## config.mk

```make
export PLATFORM = sky130hd
export DESIGN_NAME = bps_sequencer
export DESIGN_NICKNAME = d
export VERILOG_FILES = /design/src/bps_pkg.sv /design/src/bps_step_timer.sv /design/src/bps_sequencer.sv
export VERILOG_INCLUDE_DIRS = /design/src
export SDC_FILE = /design/constraint.sdc
export NUM_CORES = 2
export LEC_CHECK = 0
export ABC_AREA = 1
export BUFFER_PORTS_ARGS = -buffer_cell sky130_fd_sc_hd__buf_2
export CORE_MARGIN = 1
export CORE_UTILIZATION = 50
export DETAILED_ROUTE_END_ITERATION = 8
export GPL_ROUTABILITY_DRIVEN = 0
export PLACE_DENSITY = 0.69
export SLEW_MARGIN = 10
export SYNTH_ARGS = -nofsm -noshare
export SYNTH_HDL_FRONTEND = slang
export SYNTH_SLANG_ARGS = --single-unit
```

## constraint.sdc

```tcl
create_clock -name clk_i -period 4.1 [get_ports clk_i]
set_input_delay 0.205 -clock clk_i [delete_from_list [all_inputs] [get_ports clk_i]]
set_output_delay 0.205 -clock clk_i [all_outputs]
set_load 0.02 [all_outputs]
```

## src/bps_map.svh

```systemverilog
// Constants for the packet sequencer: opcodes, field positions, counts.
// Assumes inclusion by the package, design modules and bench.
`ifndef BPS_MAP_SVH
`define BPS_MAP_SVH
// Command codes on the host command port
`define BPS_OP_NOP        4'h0
`define BPS_OP_TX_POWER   4'h1
`define BPS_OP_WRITE_MEM  4'h2
`define BPS_OP_ROUTE      4'h3
`define BPS_OP_TX         4'h4
`define BPS_OP_RX         4'h5
`define BPS_OP_STATUS     4'h6
`define BPS_OP_CLEAR      4'h7
`define BPS_OP_RXBUF      4'h8
`define BPS_OP_READ_MEM   4'h9
`define BPS_OP_STANDBY    4'hA
// Flag bit positions
`define BPS_F_TX_COMPLETE_FLAG      0
`define BPS_F_RX_COMPLETE_FLAG      1
`define BPS_F_SYNC        2
`define BPS_F_CRC         3
`define BPS_F_TIMEOUT     4
`define BPS_NFLAGS        5
// Step counts with special meaning
`define BPS_STEPS_NONE    16'h0000
`define BPS_STEPS_CONT    16'hFFFF
// Sync match codes
`define BPS_SYNC_ERR      3'h0
`define BPS_SYNC_ADDR1    3'h1
// Cycles per timeout step and calibration time
`define BPS_STEP_NS       1000
`define BPS_CLK_NS        8
`define BPS_STEP_CYC      ((`BPS_STEP_NS + `BPS_CLK_NS - 1) / `BPS_CLK_NS)
`define BPS_CAL_NS        400
`define BPS_CAL_CYC       ((`BPS_CAL_NS + `BPS_CLK_NS - 1) / `BPS_CLK_NS)
`define BPS_MEM_DEPTH     256
`endif

```

## src/bps_pkg.sv

```systemverilog
// Types shared by the packet sequencer modules.
// Assumes bps_map.svh for the constants.
`include "bps_map.svh"
package bps_pkg;
   // Host command
   typedef struct packed {
      logic       valid;
      logic [3:0] op;
      logic [7:0] arg0;
      logic [15:0] arg1;
   } bps_cmd_t;
   // Radio-side packet events
   typedef struct packed {
      logic       tx_end;
      logic       sync;
      logic       header;
      logic       rx_end;
      logic       crc_bad;
      logic       oversize;
      logic       abort;
      logic       sync_bad;
   } bps_evt_t;
   // Operating states
   typedef enum logic [2:0] {
      BPS_CAL, BPS_IDLE, BPS_TX, BPS_RX
   } bps_state_t;
endpackage : bps_pkg

```

## src/bps_step_timer.sv

```systemverilog
// Timeout timer counting steps of a fixed cycle length.
// Assumes a synchronous active-low reset on the shared clock.
`timescale 1ns/1ps
`include "bps_map.svh"
module bps_step_timer (
   // Clock and reset
   input  wire logic        clk_i,
   input  wire logic        rst_n_i,
   // Control
   input  wire logic        load_i,
   input  wire logic        stop_i,
   input  wire logic [15:0] steps_i,
   // Expiry pulse
   output logic             expire_o
);
   logic [15:0] steps;
   logic [7:0]  sub;
   logic        run;

   // Step counter, stops and reloads on command
   always_ff @(posedge clk_i) begin
      if (!rst_n_i) begin
         steps    <= 16'h0000;
         sub      <= 8'h00;
         run      <= 1'b0;
         expire_o <= 1'b0;
      end else begin
         expire_o <= 1'b0;
         if (load_i) begin
            steps <= steps_i;
            sub   <= 8'(`BPS_STEP_CYC - 1);
            run   <= (steps_i != `BPS_STEPS_NONE);
         end else if (stop_i) begin
            run <= 1'b0;
         end else if (run) begin
            if (sub != 8'h00) begin
               sub <= sub - 8'h01;
            end else begin
               sub <= 8'(`BPS_STEP_CYC - 1);
               if (steps == 16'h0001) begin
                  run      <= 1'b0;
                  expire_o <= 1'b1;
               end
               steps <= steps - 16'h0001;
            end
         end
      end
   end
endmodule : bps_step_timer

```

## src/bps_sequencer.sv

```systemverilog
// Packet transmit and receive sequencer driven by host commands.
// Assumes host commands and radio events are synchronous to clk_i.
//
// Function
// - Payload write stores bytes in the buffer from the given offset.
// - Transmit-complete flag rises at end of transmit, device then idle.
// - After send or transmit timeout the device returns idle by itself.
// - Transmit timeout armed only for nonzero step count; expiry flags, idles.
// - Status byte three bit 0 shows transmit finished; upper bits reserved.
// - Clear command resets only flags whose mask bit is one.
// - Receive-complete flag rises on every detected packet, valid or not.
// - Sync detection and CRC failure each raise their own flag.
// - Receive timeout flag rises when no packet arrives within the interval.
// - Each event line is the OR of its routed flags.
// - Step count zero: single receive, no timeout, idle after packet.
// - Step count all ones: continuous receive until a standby command.
// - Other counts: timed receive ends on expiry or packet.
// - Timed receive stops its timer once a packet is detected.
// - Report carries signal strength captured at sync detection.
// - Byte two bit 6 sync failure, bit 5 oversize, bit 7 reserved.
// - Byte two bit 4 CRC failure, bit 3 aborted packet.
// - Byte two bit 2 header, bit 1 receive done, bit 0 busy.
// - Byte four bits 2:0 give sync match code; rest reserved.
// - Buffer report returns last packet length and start offset.
// - After reset the device calibrates, idles and drops busy.
`timescale 1ns/1ps
`include "bps_map.svh"
module bps_sequencer (
   // Clock and reset
   input  wire logic               clk_i,
   input  wire logic               rst_n_i,
   // Host command port
   input  wire bps_pkg::bps_cmd_t  cmd_i,
   input  wire logic [7:0]         wr_data_i,
   // Radio side
   input  wire bps_pkg::bps_evt_t  evt_i,
   input  wire logic [7:0]         rssi_i,
   input  wire logic [7:0]         rx_byte_i,
   input  wire logic               rx_byte_vld_i,
   // Host answers
   output logic [7:0]              rd_data_o,
   output logic                    rd_vld_o,
   output logic [7:0]              tx_power_o,
   output logic [7:0]              ramp_o,
   output logic [7:0]              sync_signal_strength_o,
   output logic [7:0]              status2_o,
   output logic [7:0]              status3_o,
   output logic [7:0]              status4_o,
   output logic [7:0]              rx_length_o,
   output logic [7:0]              rx_start_offset_o,
   output logic [`BPS_NFLAGS-1:0]  flags_o,
   // Pins
   output logic                    busy_o,
   output logic                    tx_active_o,
   output logic                    rx_active_o,
   output logic                    event_line_a_o,
   output logic                    event_line_b_o,
   output logic                    event_line_c_o
);
   // -----------------------------------------------------------------
   // Declarations
   // -----------------------------------------------------------------
   bps_pkg::bps_state_t     state;
   logic [7:0]              mem [`BPS_MEM_DEPTH];
   logic [7:0]              wr_ptr;
   logic [7:0]              rd_ptr;
   logic [7:0]              rd_left;
   logic [7:0]              rx_ptr;
   logic [7:0]              rx_base;
   logic [7:0]              cal_cnt;
   logic                    cont_rx;
   logic                    got_pkt;
   logic                    tmr_load;
   logic                    tmr_stop;
   logic                    expire;
   logic [`BPS_NFLAGS-1:0]  flag_select_mask;
   logic [`BPS_NFLAGS-1:0]  route_a;
   logic [`BPS_NFLAGS-1:0]  route_b;
   logic [`BPS_NFLAGS-1:0]  route_c;
   logic [`BPS_NFLAGS-1:0]  flag_set;
   logic [`BPS_NFLAGS-1:0]  next_flags;
   logic                    is_cmd;
   logic                    mode_cmd;

   assign is_cmd   = cmd_i.valid;
   assign mode_cmd = is_cmd && (cmd_i.op == `BPS_OP_TX || cmd_i.op == `BPS_OP_RX
                     || cmd_i.op == `BPS_OP_STANDBY);
   assign tmr_load = is_cmd && state == bps_pkg::BPS_IDLE && (cmd_i.op == `BPS_OP_TX
                     || (cmd_i.op == `BPS_OP_RX && cmd_i.arg1 != `BPS_STEPS_CONT));
   assign tmr_stop = (state == bps_pkg::BPS_RX && evt_i.sync)
                     || state == bps_pkg::BPS_IDLE;

   // -----------------------------------------------------------------
   // Timeout timer
   // -----------------------------------------------------------------
   bps_step_timer u_timer (
      .clk_i    (clk_i),
      .rst_n_i  (rst_n_i),
      .load_i   (tmr_load),
      .stop_i   (tmr_stop),
      .steps_i  (cmd_i.arg1),
      .expire_o (expire)
   );

   // -----------------------------------------------------------------
   // Operating state
   // -----------------------------------------------------------------
   // Calibration, idle, transmit and receive sequencing
   always_ff @(posedge clk_i) begin
      if (!rst_n_i) begin
         state   <= bps_pkg::BPS_CAL;
         cal_cnt <= 8'h00;
         cont_rx <= 1'b0;
         got_pkt <= 1'b0;
      end else begin
         case (state)
            bps_pkg::BPS_CAL: begin
               cal_cnt <= cal_cnt + 8'h01;
               if (cal_cnt == 8'(`BPS_CAL_CYC - 1))
                  state <= bps_pkg::BPS_IDLE;
            end
            bps_pkg::BPS_IDLE: begin
               if (is_cmd && cmd_i.op == `BPS_OP_TX) begin
                  state <= bps_pkg::BPS_TX;
               end else if (is_cmd && cmd_i.op == `BPS_OP_RX) begin
                  state   <= bps_pkg::BPS_RX;
                  cont_rx <= (cmd_i.arg1 == `BPS_STEPS_CONT);
                  got_pkt <= 1'b0;
               end
            end
            bps_pkg::BPS_TX: begin
               if (evt_i.tx_end || expire || (is_cmd && cmd_i.op == `BPS_OP_STANDBY))
                  state <= bps_pkg::BPS_IDLE;
            end
            bps_pkg::BPS_RX: begin
               if (evt_i.sync)
                  got_pkt <= 1'b1;
               if (is_cmd && cmd_i.op == `BPS_OP_STANDBY)
                  state <= bps_pkg::BPS_IDLE;
               else if (evt_i.rx_end && !cont_rx)
                  state <= bps_pkg::BPS_IDLE;
               else if (expire && !got_pkt)
                  state <= bps_pkg::BPS_IDLE;
            end
            default: state <= bps_pkg::BPS_IDLE;
         endcase
      end
   end

   // Activity and busy pins
   always_ff @(posedge clk_i) begin
      if (!rst_n_i) begin
         busy_o      <= 1'b1;
         tx_active_o <= 1'b0;
         rx_active_o <= 1'b0;
      end else begin
         busy_o      <= (state == bps_pkg::BPS_CAL);
         tx_active_o <= (state == bps_pkg::BPS_TX);
         rx_active_o <= (state == bps_pkg::BPS_RX);
      end
   end

   // -----------------------------------------------------------------
   // Configuration
   // -----------------------------------------------------------------
   // Power, ramp and interrupt routing
   always_ff @(posedge clk_i) begin
      if (!rst_n_i) begin
         tx_power_o       <= 8'h00;
         ramp_o           <= 8'h00;
         flag_select_mask <= '0;
         route_a          <= '0;
         route_b          <= '0;
         route_c          <= '0;
      end else if (is_cmd && cmd_i.op == `BPS_OP_TX_POWER) begin
         tx_power_o <= cmd_i.arg0;
         ramp_o     <= cmd_i.arg1[7:0];
      end else if (is_cmd && cmd_i.op == `BPS_OP_ROUTE) begin
         flag_select_mask <= cmd_i.arg0[`BPS_NFLAGS-1:0];
         route_a          <= cmd_i.arg1[`BPS_NFLAGS-1:0];
         route_b          <= cmd_i.arg1[`BPS_NFLAGS+4:5];
         route_c          <= wr_data_i[`BPS_NFLAGS-1:0];
      end
   end

   // -----------------------------------------------------------------
   // Payload memory
   // -----------------------------------------------------------------
   // Host writes stream in from the offset; received bytes from rx base
   always_ff @(posedge clk_i) begin
      if (!rst_n_i) begin
         wr_ptr  <= 8'h00;
         rx_ptr  <= 8'h00;
         rx_base <= 8'h00;
      end else begin
         if (is_cmd && cmd_i.op == `BPS_OP_WRITE_MEM) begin
            mem[cmd_i.arg0] <= wr_data_i;
            wr_ptr          <= cmd_i.arg0 + 8'h01;
         end else if (!is_cmd && cmd_i.op == `BPS_OP_WRITE_MEM
                      && cmd_i.arg1[8]) begin
            mem[wr_ptr] <= wr_data_i;
            wr_ptr      <= wr_ptr + 8'h01;
         end else if (state == bps_pkg::BPS_RX && rx_byte_vld_i) begin
            mem[rx_ptr] <= rx_byte_i;
            rx_ptr      <= rx_ptr + 8'h01;
         end
         if (is_cmd && cmd_i.op == `BPS_OP_RX) begin
            rx_base <= cmd_i.arg0;
            rx_ptr  <= cmd_i.arg0;
         end else if (state == bps_pkg::BPS_RX && evt_i.sync) begin
            rx_base <= rx_ptr;
         end
      end
   end

   // Buffer reads, one byte per cycle for the requested length
   always_ff @(posedge clk_i) begin
      if (!rst_n_i) begin
         rd_ptr    <= 8'h00;
         rd_left   <= 8'h00;
         rd_data_o <= 8'h00;
         rd_vld_o  <= 1'b0;
      end else if (is_cmd && cmd_i.op == `BPS_OP_READ_MEM) begin
         rd_ptr   <= cmd_i.arg0;
         rd_left  <= cmd_i.arg1[7:0];
         rd_vld_o <= 1'b0;
      end else if (rd_left != 8'h00) begin
         rd_data_o <= mem[rd_ptr];
         rd_vld_o  <= 1'b1;
         rd_ptr    <= rd_ptr + 8'h01;
         rd_left   <= rd_left - 8'h01;
      end else begin
         rd_vld_o <= 1'b0;
      end
   end

   // -----------------------------------------------------------------
   // Packet report and buffer report
   // -----------------------------------------------------------------
   // Status bytes; reserved positions held at zero
   always_ff @(posedge clk_i) begin
      if (!rst_n_i) begin
         sync_signal_strength_o <= 8'h00;
         status2_o              <= 8'h00;
         status3_o              <= 8'h00;
         status4_o              <= 8'h00;
         rx_length_o            <= 8'h00;
         rx_start_offset_o      <= 8'h00;
      end else begin
         status2_o[7] <= 1'b0;
         status3_o[7:1] <= 7'h00;
         status4_o[7:3] <= 5'h00;
         status2_o[0] <= (state == bps_pkg::BPS_TX)
                         || (state == bps_pkg::BPS_RX && got_pkt);
         if (mode_cmd && cmd_i.op != `BPS_OP_STANDBY) begin
            status2_o[6:1] <= 6'h00;
            status3_o[0]   <= 1'b0;
            status4_o[2:0] <= `BPS_SYNC_ERR;
         end else begin
            if (state == bps_pkg::BPS_TX && evt_i.tx_end)
               status3_o[0] <= 1'b1;
            if (state == bps_pkg::BPS_RX) begin
               if (evt_i.sync) begin
                  sync_signal_strength_o <= rssi_i;
                  status4_o[2:0]         <= `BPS_SYNC_ADDR1;
                  status2_o[6]           <= 1'b0;
               end
               if (evt_i.sync_bad) begin
                  status2_o[6]   <= 1'b1;
                  status4_o[2:0] <= `BPS_SYNC_ERR;
               end
               if (evt_i.oversize)
                  status2_o[5] <= 1'b1;
               if (evt_i.crc_bad)
                  status2_o[4] <= 1'b1;
               if (evt_i.header)
                  status2_o[2] <= 1'b1;
               if (evt_i.rx_end) begin
                  status2_o[1]      <= 1'b1;
                  rx_length_o       <= rx_ptr - rx_base;
                  rx_start_offset_o <= rx_base;
               end
            end
            if (evt_i.abort && state != bps_pkg::BPS_IDLE)
               status2_o[3] <= 1'b1;
         end
      end
   end

   // -----------------------------------------------------------------
   // Interrupt flags and event lines
   // -----------------------------------------------------------------
   // Hardware events gated by the enable mask
   always_comb begin
      flag_set = '0;
      flag_set[`BPS_F_TX_COMPLETE_FLAG]  = state == bps_pkg::BPS_TX && evt_i.tx_end;
      flag_set[`BPS_F_RX_COMPLETE_FLAG]  = state == bps_pkg::BPS_RX && evt_i.rx_end;
      flag_set[`BPS_F_SYNC]    = state == bps_pkg::BPS_RX && evt_i.sync;
      flag_set[`BPS_F_CRC]     = state == bps_pkg::BPS_RX && evt_i.crc_bad;
      flag_set[`BPS_F_TIMEOUT] = expire && (state == bps_pkg::BPS_TX
                                 || (state == bps_pkg::BPS_RX && !got_pkt));
      flag_set = flag_set & flag_select_mask;
      next_flags = flags_o;
      if (is_cmd && cmd_i.op == `BPS_OP_CLEAR)
         next_flags = flags_o & ~cmd_i.arg1[`BPS_NFLAGS-1:0];
      next_flags = next_flags | flag_set;
   end

   // Flags, set wins over clear
   always_ff @(posedge clk_i) begin
      if (!rst_n_i)
         flags_o <= '0;
      else
         flags_o <= next_flags;
   end

   // Event lines from the next flag value
   always_ff @(posedge clk_i) begin
      if (!rst_n_i) begin
         event_line_a_o <= 1'b0;
         event_line_b_o <= 1'b0;
         event_line_c_o <= 1'b0;
      end else begin
         event_line_a_o <= |(next_flags & route_a);
         event_line_b_o <= |(next_flags & route_b);
         event_line_c_o <= |(next_flags & route_c);
      end
   end
endmodule : bps_sequencer

```

# Yosys cells after proc, flatten, opt, wreduce, memory -nomap -nowiden
# Memory sizes are Yosys's and may differ from the RTL's. A register that Yosys moved wholly into a read port is not among the register bits.
# Cells that the tools add are included.
[totals]
ff_bits = 175
mem_bits_rw = 2048
out_inout_bits = 84
elab_cells = 231
mem_count = 1
[op_classes]
n_addsub = 9
n_eq_ne = 28
mux = 62
n_bitwise = 14
n_reduce_logical = 74
[memory_table]
columns = ["memory", "depth", "width", "rd", "rd_clocked_by_memory_dff", "write_ports", "line_no", "source"]
rows = [
  ["mem", 256, 8, 1, 1, 1, "bps_sequencer.sv:64", "logic [7:0] mem [`BPS_MEM_DEPTH];"],
]
[ops]
columns = ["operator", "n"]
rows = [
  ["$mux W8", 17],
  ["$mux W16", 4],
  ["$add A8 B1 Y8 const B", 5],
  ["$mux W3", 9],
  ["$logic_and A1 B1 Y1", 26],
  ["$mux W1", 26],
  ["$and A5 B5 Y5", 5],
  ["$mux W7", 3],
  ["$reduce_or A5 Y1", 4],
  ["$reduce_and A2 Y1", 9],
  ["$eq A16 B1 Y1 const B", 1],
  ["$eq A16 B16 Y1 const B", 1],
  ["$ne A16 B16 Y1 const B", 1],
  ["$reduce_bool A16 Y1", 1],
  ["$reduce_bool A8 Y1", 2],
  ["$reduce_or A8 Y1", 2],
  ["$sub A16 B1 Y16 const B", 1],
  ["$sub A8 B1 Y8 const B", 2],
  ["$reduce_and A3 Y1", 5],
  ["$reduce_bool A2 Y1", 7],
  ["$eq A4 B3 Y1 const B", 3],
  ["$ne A2 B2 Y1 const B", 6],
  ["$pmux W3 S4", 1],
  ["$eq A4 B2 Y1 const B", 2],
  ["19 further kinds", 44],
]

# Longest topological paths before layout
[logic_depth]
ltp_word = 10
ltp_mapped = 20
mapped_depth_nobuf = 17

# Hierarchy
# From an unflattened synthesis, not the netlist that was laid out.
[hier_totals]
cells_unflattened = 8775
hier_area_um2 = 93159.3
[by_module_without_submodules]
columns = ["mod", "instances", "cells_per_inst", "area_per_inst_um2", "seq_area_each_um2"]
rows = [
  ["bps_sequencer", 1, 8507, 91484.0, 64321.7],
  ["bps_step_timer", 1, 268, 1675.4, 520.5],
]

# Worst setup path after synthesis
# OpenSTA, ideal clock, no wires.
[synth_path]
kind = "register -> register"
startpoint = "register state[0]"
endpoint = "memory mem[0][0] (data pin)"
setup_ps = 556
arrival_ps = 2996
required_time_ps = 3544
path_slack_ps = 548
path_stages_with_launch = 8
synth_period_minus_slack_ps = 3552
cell_sequence = "dfxtp_1 -> nand2_1 -> nor2_1 -> nand2_4 -> inv_2 -> nand2_4 -> buf_4 -> mux2_2"
[synth_between]
elab_chain_cells = 9
[synth_lines]
columns = ["item", "line_no", "source"]
rows = [
  ["start: declaration", "bps_sequencer.sv:63", "bps_pkg::bps_state_t state;"],
  ["start signal: assignment", "bps_sequencer.sv:111", "state <= bps_pkg::BPS_CAL;"],
  ["start signal: assignment", "bps_sequencer.sv:120", "state <= bps_pkg::BPS_IDLE;"],
  ["start signal: assignment", "bps_sequencer.sv:124", "state <= bps_pkg::BPS_TX;"],
  ["$eq A3 B2 Y1", "bps_sequencer.sv:203", "end else if (state == bps_pkg::BPS_RX && rx_byte_vld_i) begin"],
  ["$logic_and A1 B1 Y1", "bps_sequencer.sv:203", ""],
  ["$mux W1", "bps_sequencer.sv:203", ""],
  ["$mux W1", "bps_sequencer.sv:199", "end else if (!is_cmd && cmd_i.op == `BPS_OP_WRITE_MEM"],
  ["$mux W1", "bps_sequencer.sv:196", "if (is_cmd && cmd_i.op == `BPS_OP_WRITE_MEM) begin"],
  ["$mux W1", "bps_sequencer.sv:191", "if (!rst_n_i) begin"],
  ["$mux W1 (implied by the code)", "bps_sequencer.sv:204", "mem[rx_ptr] <= rx_byte_i;"],
  ["$reduce_or A8 Y1 (no line)", "-", ""],
  ["$mux W8 (no line)", "-", ""],
  ["end: declaration", "bps_sequencer.sv:64", ""],
]
# No other way between the ends.

# Final worst setup path
[layout_path]
startpoint = "register state[0]"
endpoint = "memory mem[175][5], enable pin"
[layout_between]
elab_chain_cells = 9
[layout_lines]
columns = ["item", "line_no"]
rows = [
  ["$eq A3 B2 Y1 *", "bps_sequencer.sv:203"],
  ["$logic_and A1 B1 Y1 *", "bps_sequencer.sv:203"],
  ["$mux W1 *", "bps_sequencer.sv:203"],
  ["$mux W1 *", "bps_sequencer.sv:199"],
  ["$mux W1 *", "bps_sequencer.sv:196"],
  ["$mux W1 *", "bps_sequencer.sv:191"],
  ["$mux W1 (implied by the code) *", "bps_sequencer.sv:204"],
  ["$reduce_or A8 Y1 (no line)", "-"],
  ["$mux W8 (no line) / $mux W1 (equally long branches)", "-"],
]
# Mark *: on every way between the ends. The rest lies on a longest branch, timed or not.

==> qor.tcl <==
set qor(first_global_vias) 61600
set qor(synth_top_cells_by_area) {sky130_fd_sc_hd__edfxtp_1, sky130_fd_sc_hd__nand2_1, sky130_fd_sc_hd__nor2_1}
set qor(routed_wl_mm) 251
set qor(io_buffers) 132
set qor(detailedRoute.firstIterationViolations) 8351
set qor(design.portCount) 148
set qor(grt_start_max_net_pins) 203
set qor(timing.max_cap.violations) 0
set qor(timing.critical_path.arrival_ps) 4140
set qor(crit_path_frequent_cell) {sky130_fd_sc_hd__nor2_1}
set qor(timing.final.crit_period_ps) 3670
set qor(area_delta_synth_final_pct) 12.0
set qor(grt.overflow.total) 0
set qor(postSynthRegisterBits) 2215
set qor(largest_register_ff_count) 2048
set qor(crit_end) {mem[175][5]}
set qor(critical_path.cell_chain) {nand2_1 > nor2_1 > nand2_4 > inv_2 > nand2_4 > o211ai_1 > o21ai_2 > nor2_1 > nand2_1 > nor2_1}
set qor(clockRootBuffer) {sky130_fd_sc_hd__clkbuf_16}
set qor(std_cell_rows) 157
set qor(async_flop_share) 0
set qor(hold_violation_count_in_the_final_report) 0
set qor(post_syn_area_mm2) 0.0930
set qor(cts-root-to-sink-buffers) 3
set qor(clkTransAtPathRegs_ps) 60
set qor(startpoint_type) {register}
set qor(rr_startpoint) {state[0]}
set qor(fmax_achieved_mhz) 273
set qor(final_area_mm2) 0.104
set qor(largest_registers) {mem: 2048 flops, u_timer.steps: 16 flops}
set qor(criticalPathCategory) {reg2reg}
set qor(setup_viol) 0
set qor(vdd_drop_max_v) 0.000579
set qor(post-route-drc-count) 0
set qor(core_region_area_mm2) 0.184
set qor(layout-drive-gt1-share) 0.0760
set qor(max_slew.worst_pin.slew_ps) 999
set qor(num_vias) 64300
set qor(yosys_most_used_dff) {sky130_fd_sc_hd__edfxtp_1}
set qor(reg_to_reg_setup_timing_slack_ps) 430
set qor(ys_seq_area_frac) 0.697
set qor(setup.worst_path.start) {state[0]}
set qor(final_net_count) 8871
set qor(power.static_leakage_nw) 38.3
set qor(synth_top_cell_area_share) 0.661
set qor(first_pass_iters) 8
set qor(synth_top_cell_by_area) {sky130_fd_sc_hd__edfxtp_1}
set qor(slowest_delay_ps) 810
set qor(detailedPlacementHpwl_mm) 149
set qor(worstHoldPathType) {in2reg}
set qor(critPathMaxFanout) 17
set qor(worst_skew_pair.late_latency_ps) 860
set qor(status) {finished, final reports clean}
set qor(grt_usage) 0.266
set qor(synthMostInstantiatedCell) {sky130_fd_sc_hd__edfxtp_1}
set qor(synth.yosys.warnings) 0
set qor(worst_path_dominant_cell_family) {simple AND/OR/NAND/NOR gates}
set qor(cp_num_cells) 10
set qor(cts_buffers) 213
set qor(top_reg_by_flops) {mem}
set qor(fin_total_pwr_mw) 60.5
set qor(cts_tree) {done}
set qor(cp.required_ps) 4580
set qor(worstPathBufferInverterCount) 1
set qor(reg2regPathDepth) 10
set qor(power_density_mw_per_mm2) 581
set qor(post_drt_via_cell_ratio) 5.63
set qor(avgSynthCellArea_um2) 10.6
set qor(rsz0062_at_grt) {no}
set qor(r2r_end) {mem[175][5]}
set qor(starting_density) 0.506
set qor(grt_first_pass_wirelength_mm) 375
set qor(drt-wirelength-per-cell_um) 22.0
set qor(postSynthCellCount) 8742
set qor(synth_edf_count) 2048
set qor(dieArea_mm2) 0.188
set qor(critPathSlowestCell) {sky130_fd_sc_hd__nor2_1}
set qor(place_area_mm2) 0.0966
set qor(route.antenna.remaining_nets) 0
set qor(clock_tree.htree_level_count) 4
set qor(finalSetupTns_ps) 0
set qor(final_min_period_over_clock_period) 0.895
set qor(number_of_antenna_violations_at_the_first_check_in_global_routing) 5
set qor(post_cts_resize_count) 0
set qor(cts_setup_buffers) 0
set qor(utilization) 0.566
set qor(floorplan.die.height_um) 433
set qor(clock_skew_ps) 43.6
set qor(slew_headroom) 0.333
set qor(synthTopCellsByCount) {sky130_fd_sc_hd__edfxtp_1, sky130_fd_sc_hd__nand2_1, sky130_fd_sc_hd__nor2_1, sky130_fd_sc_hd__o21ai_0, sky130_fd_sc_hd__inv_1}
set qor(fp.dieW_um) 433
set qor(clock_sink_count) 2215
set qor(maxSlewViolCount) 0
set qor(critPathCaptureType) {register}
set qor(synth_cell_types) 47
==> cells in the final DEF, fill, tap and decap left out, types with 5 or more instances in the layout <==
| cell | count |
|---|---|
| sky130_fd_sc_hd__nor2_1 | 1558 |
| sky130_fd_sc_hd__clkinv_2 | 42 |
| sky130_fd_sc_hd__buf_12 | 47 |
| sky130_fd_sc_hd__bufinv_16 | 23 |
| sky130_fd_sc_hd__dlygate4sd3_1 | 59 |
| sky130_fd_sc_hd__nor2_2 | 7 |
| sky130_fd_sc_hd__a22oi_1 | 6 |
| sky130_fd_sc_hd__dfxtp_1 | 163 |
| sky130_fd_sc_hd__clkbuf_16 | 215 |
| sky130_fd_sc_hd__xor2_1 | 23 |
| sky130_fd_sc_hd__clkinvlp_4 | 6 |
| sky130_fd_sc_hd__clkbuf_8 | 5 |
| sky130_fd_sc_hd__nand2_2 | 12 |
| sky130_fd_sc_hd__nand4_1 | 13 |
| sky130_fd_sc_hd__inv_1 | 618 |
| sky130_fd_sc_hd__edfxtp_1 | 2048 |
| sky130_fd_sc_hd__mux2_8 | 8 |
| sky130_fd_sc_hd__o21ai_0 | 826 |
| sky130_fd_sc_hd__a31oi_1 | 10 |
| sky130_fd_sc_hd__nand3_2 | 10 |
| sky130_fd_sc_hd__o221ai_1 | 5 |
| sky130_fd_sc_hd__clkinv_1 | 35 |
| sky130_fd_sc_hd__xnor2_1 | 11 |
| sky130_fd_sc_hd__clkbuf_1 | 51 |
| sky130_fd_sc_hd__a21oi_1 | 201 |
| sky130_fd_sc_hd__o22ai_1 | 33 |
| sky130_fd_sc_hd__conb_1 | 15 |
| sky130_fd_sc_hd__nor2_4 | 11 |
| sky130_fd_sc_hd__ha_1 | 17 |
| sky130_fd_sc_hd__nor3_1 | 18 |
| sky130_fd_sc_hd__nand2_1 | 1850 |
| sky130_fd_sc_hd__buf_4 | 100 |
| sky130_fd_sc_hd__or2_2 | 6 |
| sky130_fd_sc_hd__nand3_1 | 548 |
| sky130_fd_sc_hd__o21ai_2 | 5 |
| sky130_fd_sc_hd__o211ai_1 | 154 |
| sky130_fd_sc_hd__nor4_1 | 8 |
| sky130_fd_sc_hd__buf_2 | 132 |
| sky130_fd_sc_hd__inv_2 | 15 |
==> kinds of logic (layout without fill, tap and decap cells) <==
family / count (synthesis) / in the layout / synth area share
adder cells (fa/ha/maj): 18 / 18 / 0.00250
multiplexers: 8 / 8 / 0.000968
XOR/XNOR: 34 / 34 / 0.00320
AND/OR/NAND/NOR: 4048 / 4048 / 0.174
AO/OA/AOI/OAI: 1257 / 1257 / 0.0739
other: 1 / 19 / 0.0000403
buffers and inverters: 1161 / 1369 / 0.0487
flip-flops: 2215 / 2215 / 0.697
==> how the worst min path moves through the flow <==
stage	from	to	slack [ps]	cells past startpoint
5_1_grt	wr_data_i[6]	mem[183][6]	40	2
4_1_cts	wr_data_i[6]	mem[183][6]	10	2
2_1_floorplan	rssi_i[0]	sync_signal_strength_o[0]	340	2
6_report	wr_data_i[6]	mem[183][6]	50	2
3_5_place_dp	rssi_i[6]	sync_signal_strength_o[6]	440	3
3_3_place_gp	status2_o[5]	status2_o[5]	430	2
==> what timing repair did <==
action,in CTS,in global routing
endpoints found under the hold margin,111,0
endpoints found under the setup margin,0,0
hold buffers,59,0
==> report_power, final <==
group	switching [mW]	internal (mW)
Clock	8.39	11.2
Sequential	0.240	24.8
Combinational	11.5	4.45
Total	20.1	40.4
==> metrics by stage <==
| step | setup slack (ps) | instances | hold WS, ps |
|---|---|---|---|
| after floorplan | 548 | 8756 | 340 |
| after global placement | 403 | 11000 | 432 |
| after detailed placement | 332 | 11000 | 436 |
| after CTS | 475 | 11400 | 14.6 |
| after global routing | 297 | 11400 | 39.0 |
| final | 432 | 11400 | 49.7 |
==> layer usage <==
| metal | GRT usage | vias to the layer above | routed length [um] |
|---|---|---|---|
| met5 | 0 | - | 0 |
| met4 | 0.0990 | 0 | 9850 |
| met3 | 0.0563 | 595 | 25600 |
| met2 | 0.415 | 3270 | 115000 |
| met1 | 0.366 | 30800 | 100000 |
| li1 | - | 29700 | - |
==> layout make-up <==
cell class / instances / area, um2
Tap cell: 2464 / 3080
Fill cell: 15200 / 79700
Multi-Input combinational cell: 5380 / 23900
Sequential cell: 2215 / 64900
Clock buffer: 271 / 5640
Antenna cell: 4 / 10.0
Inverter: 641 / 2430
Timing Repair Buffer: 338 / 2940
Clock inverter: 119 / 1320
Note: power is estimated with default switching activity, not from simulation.
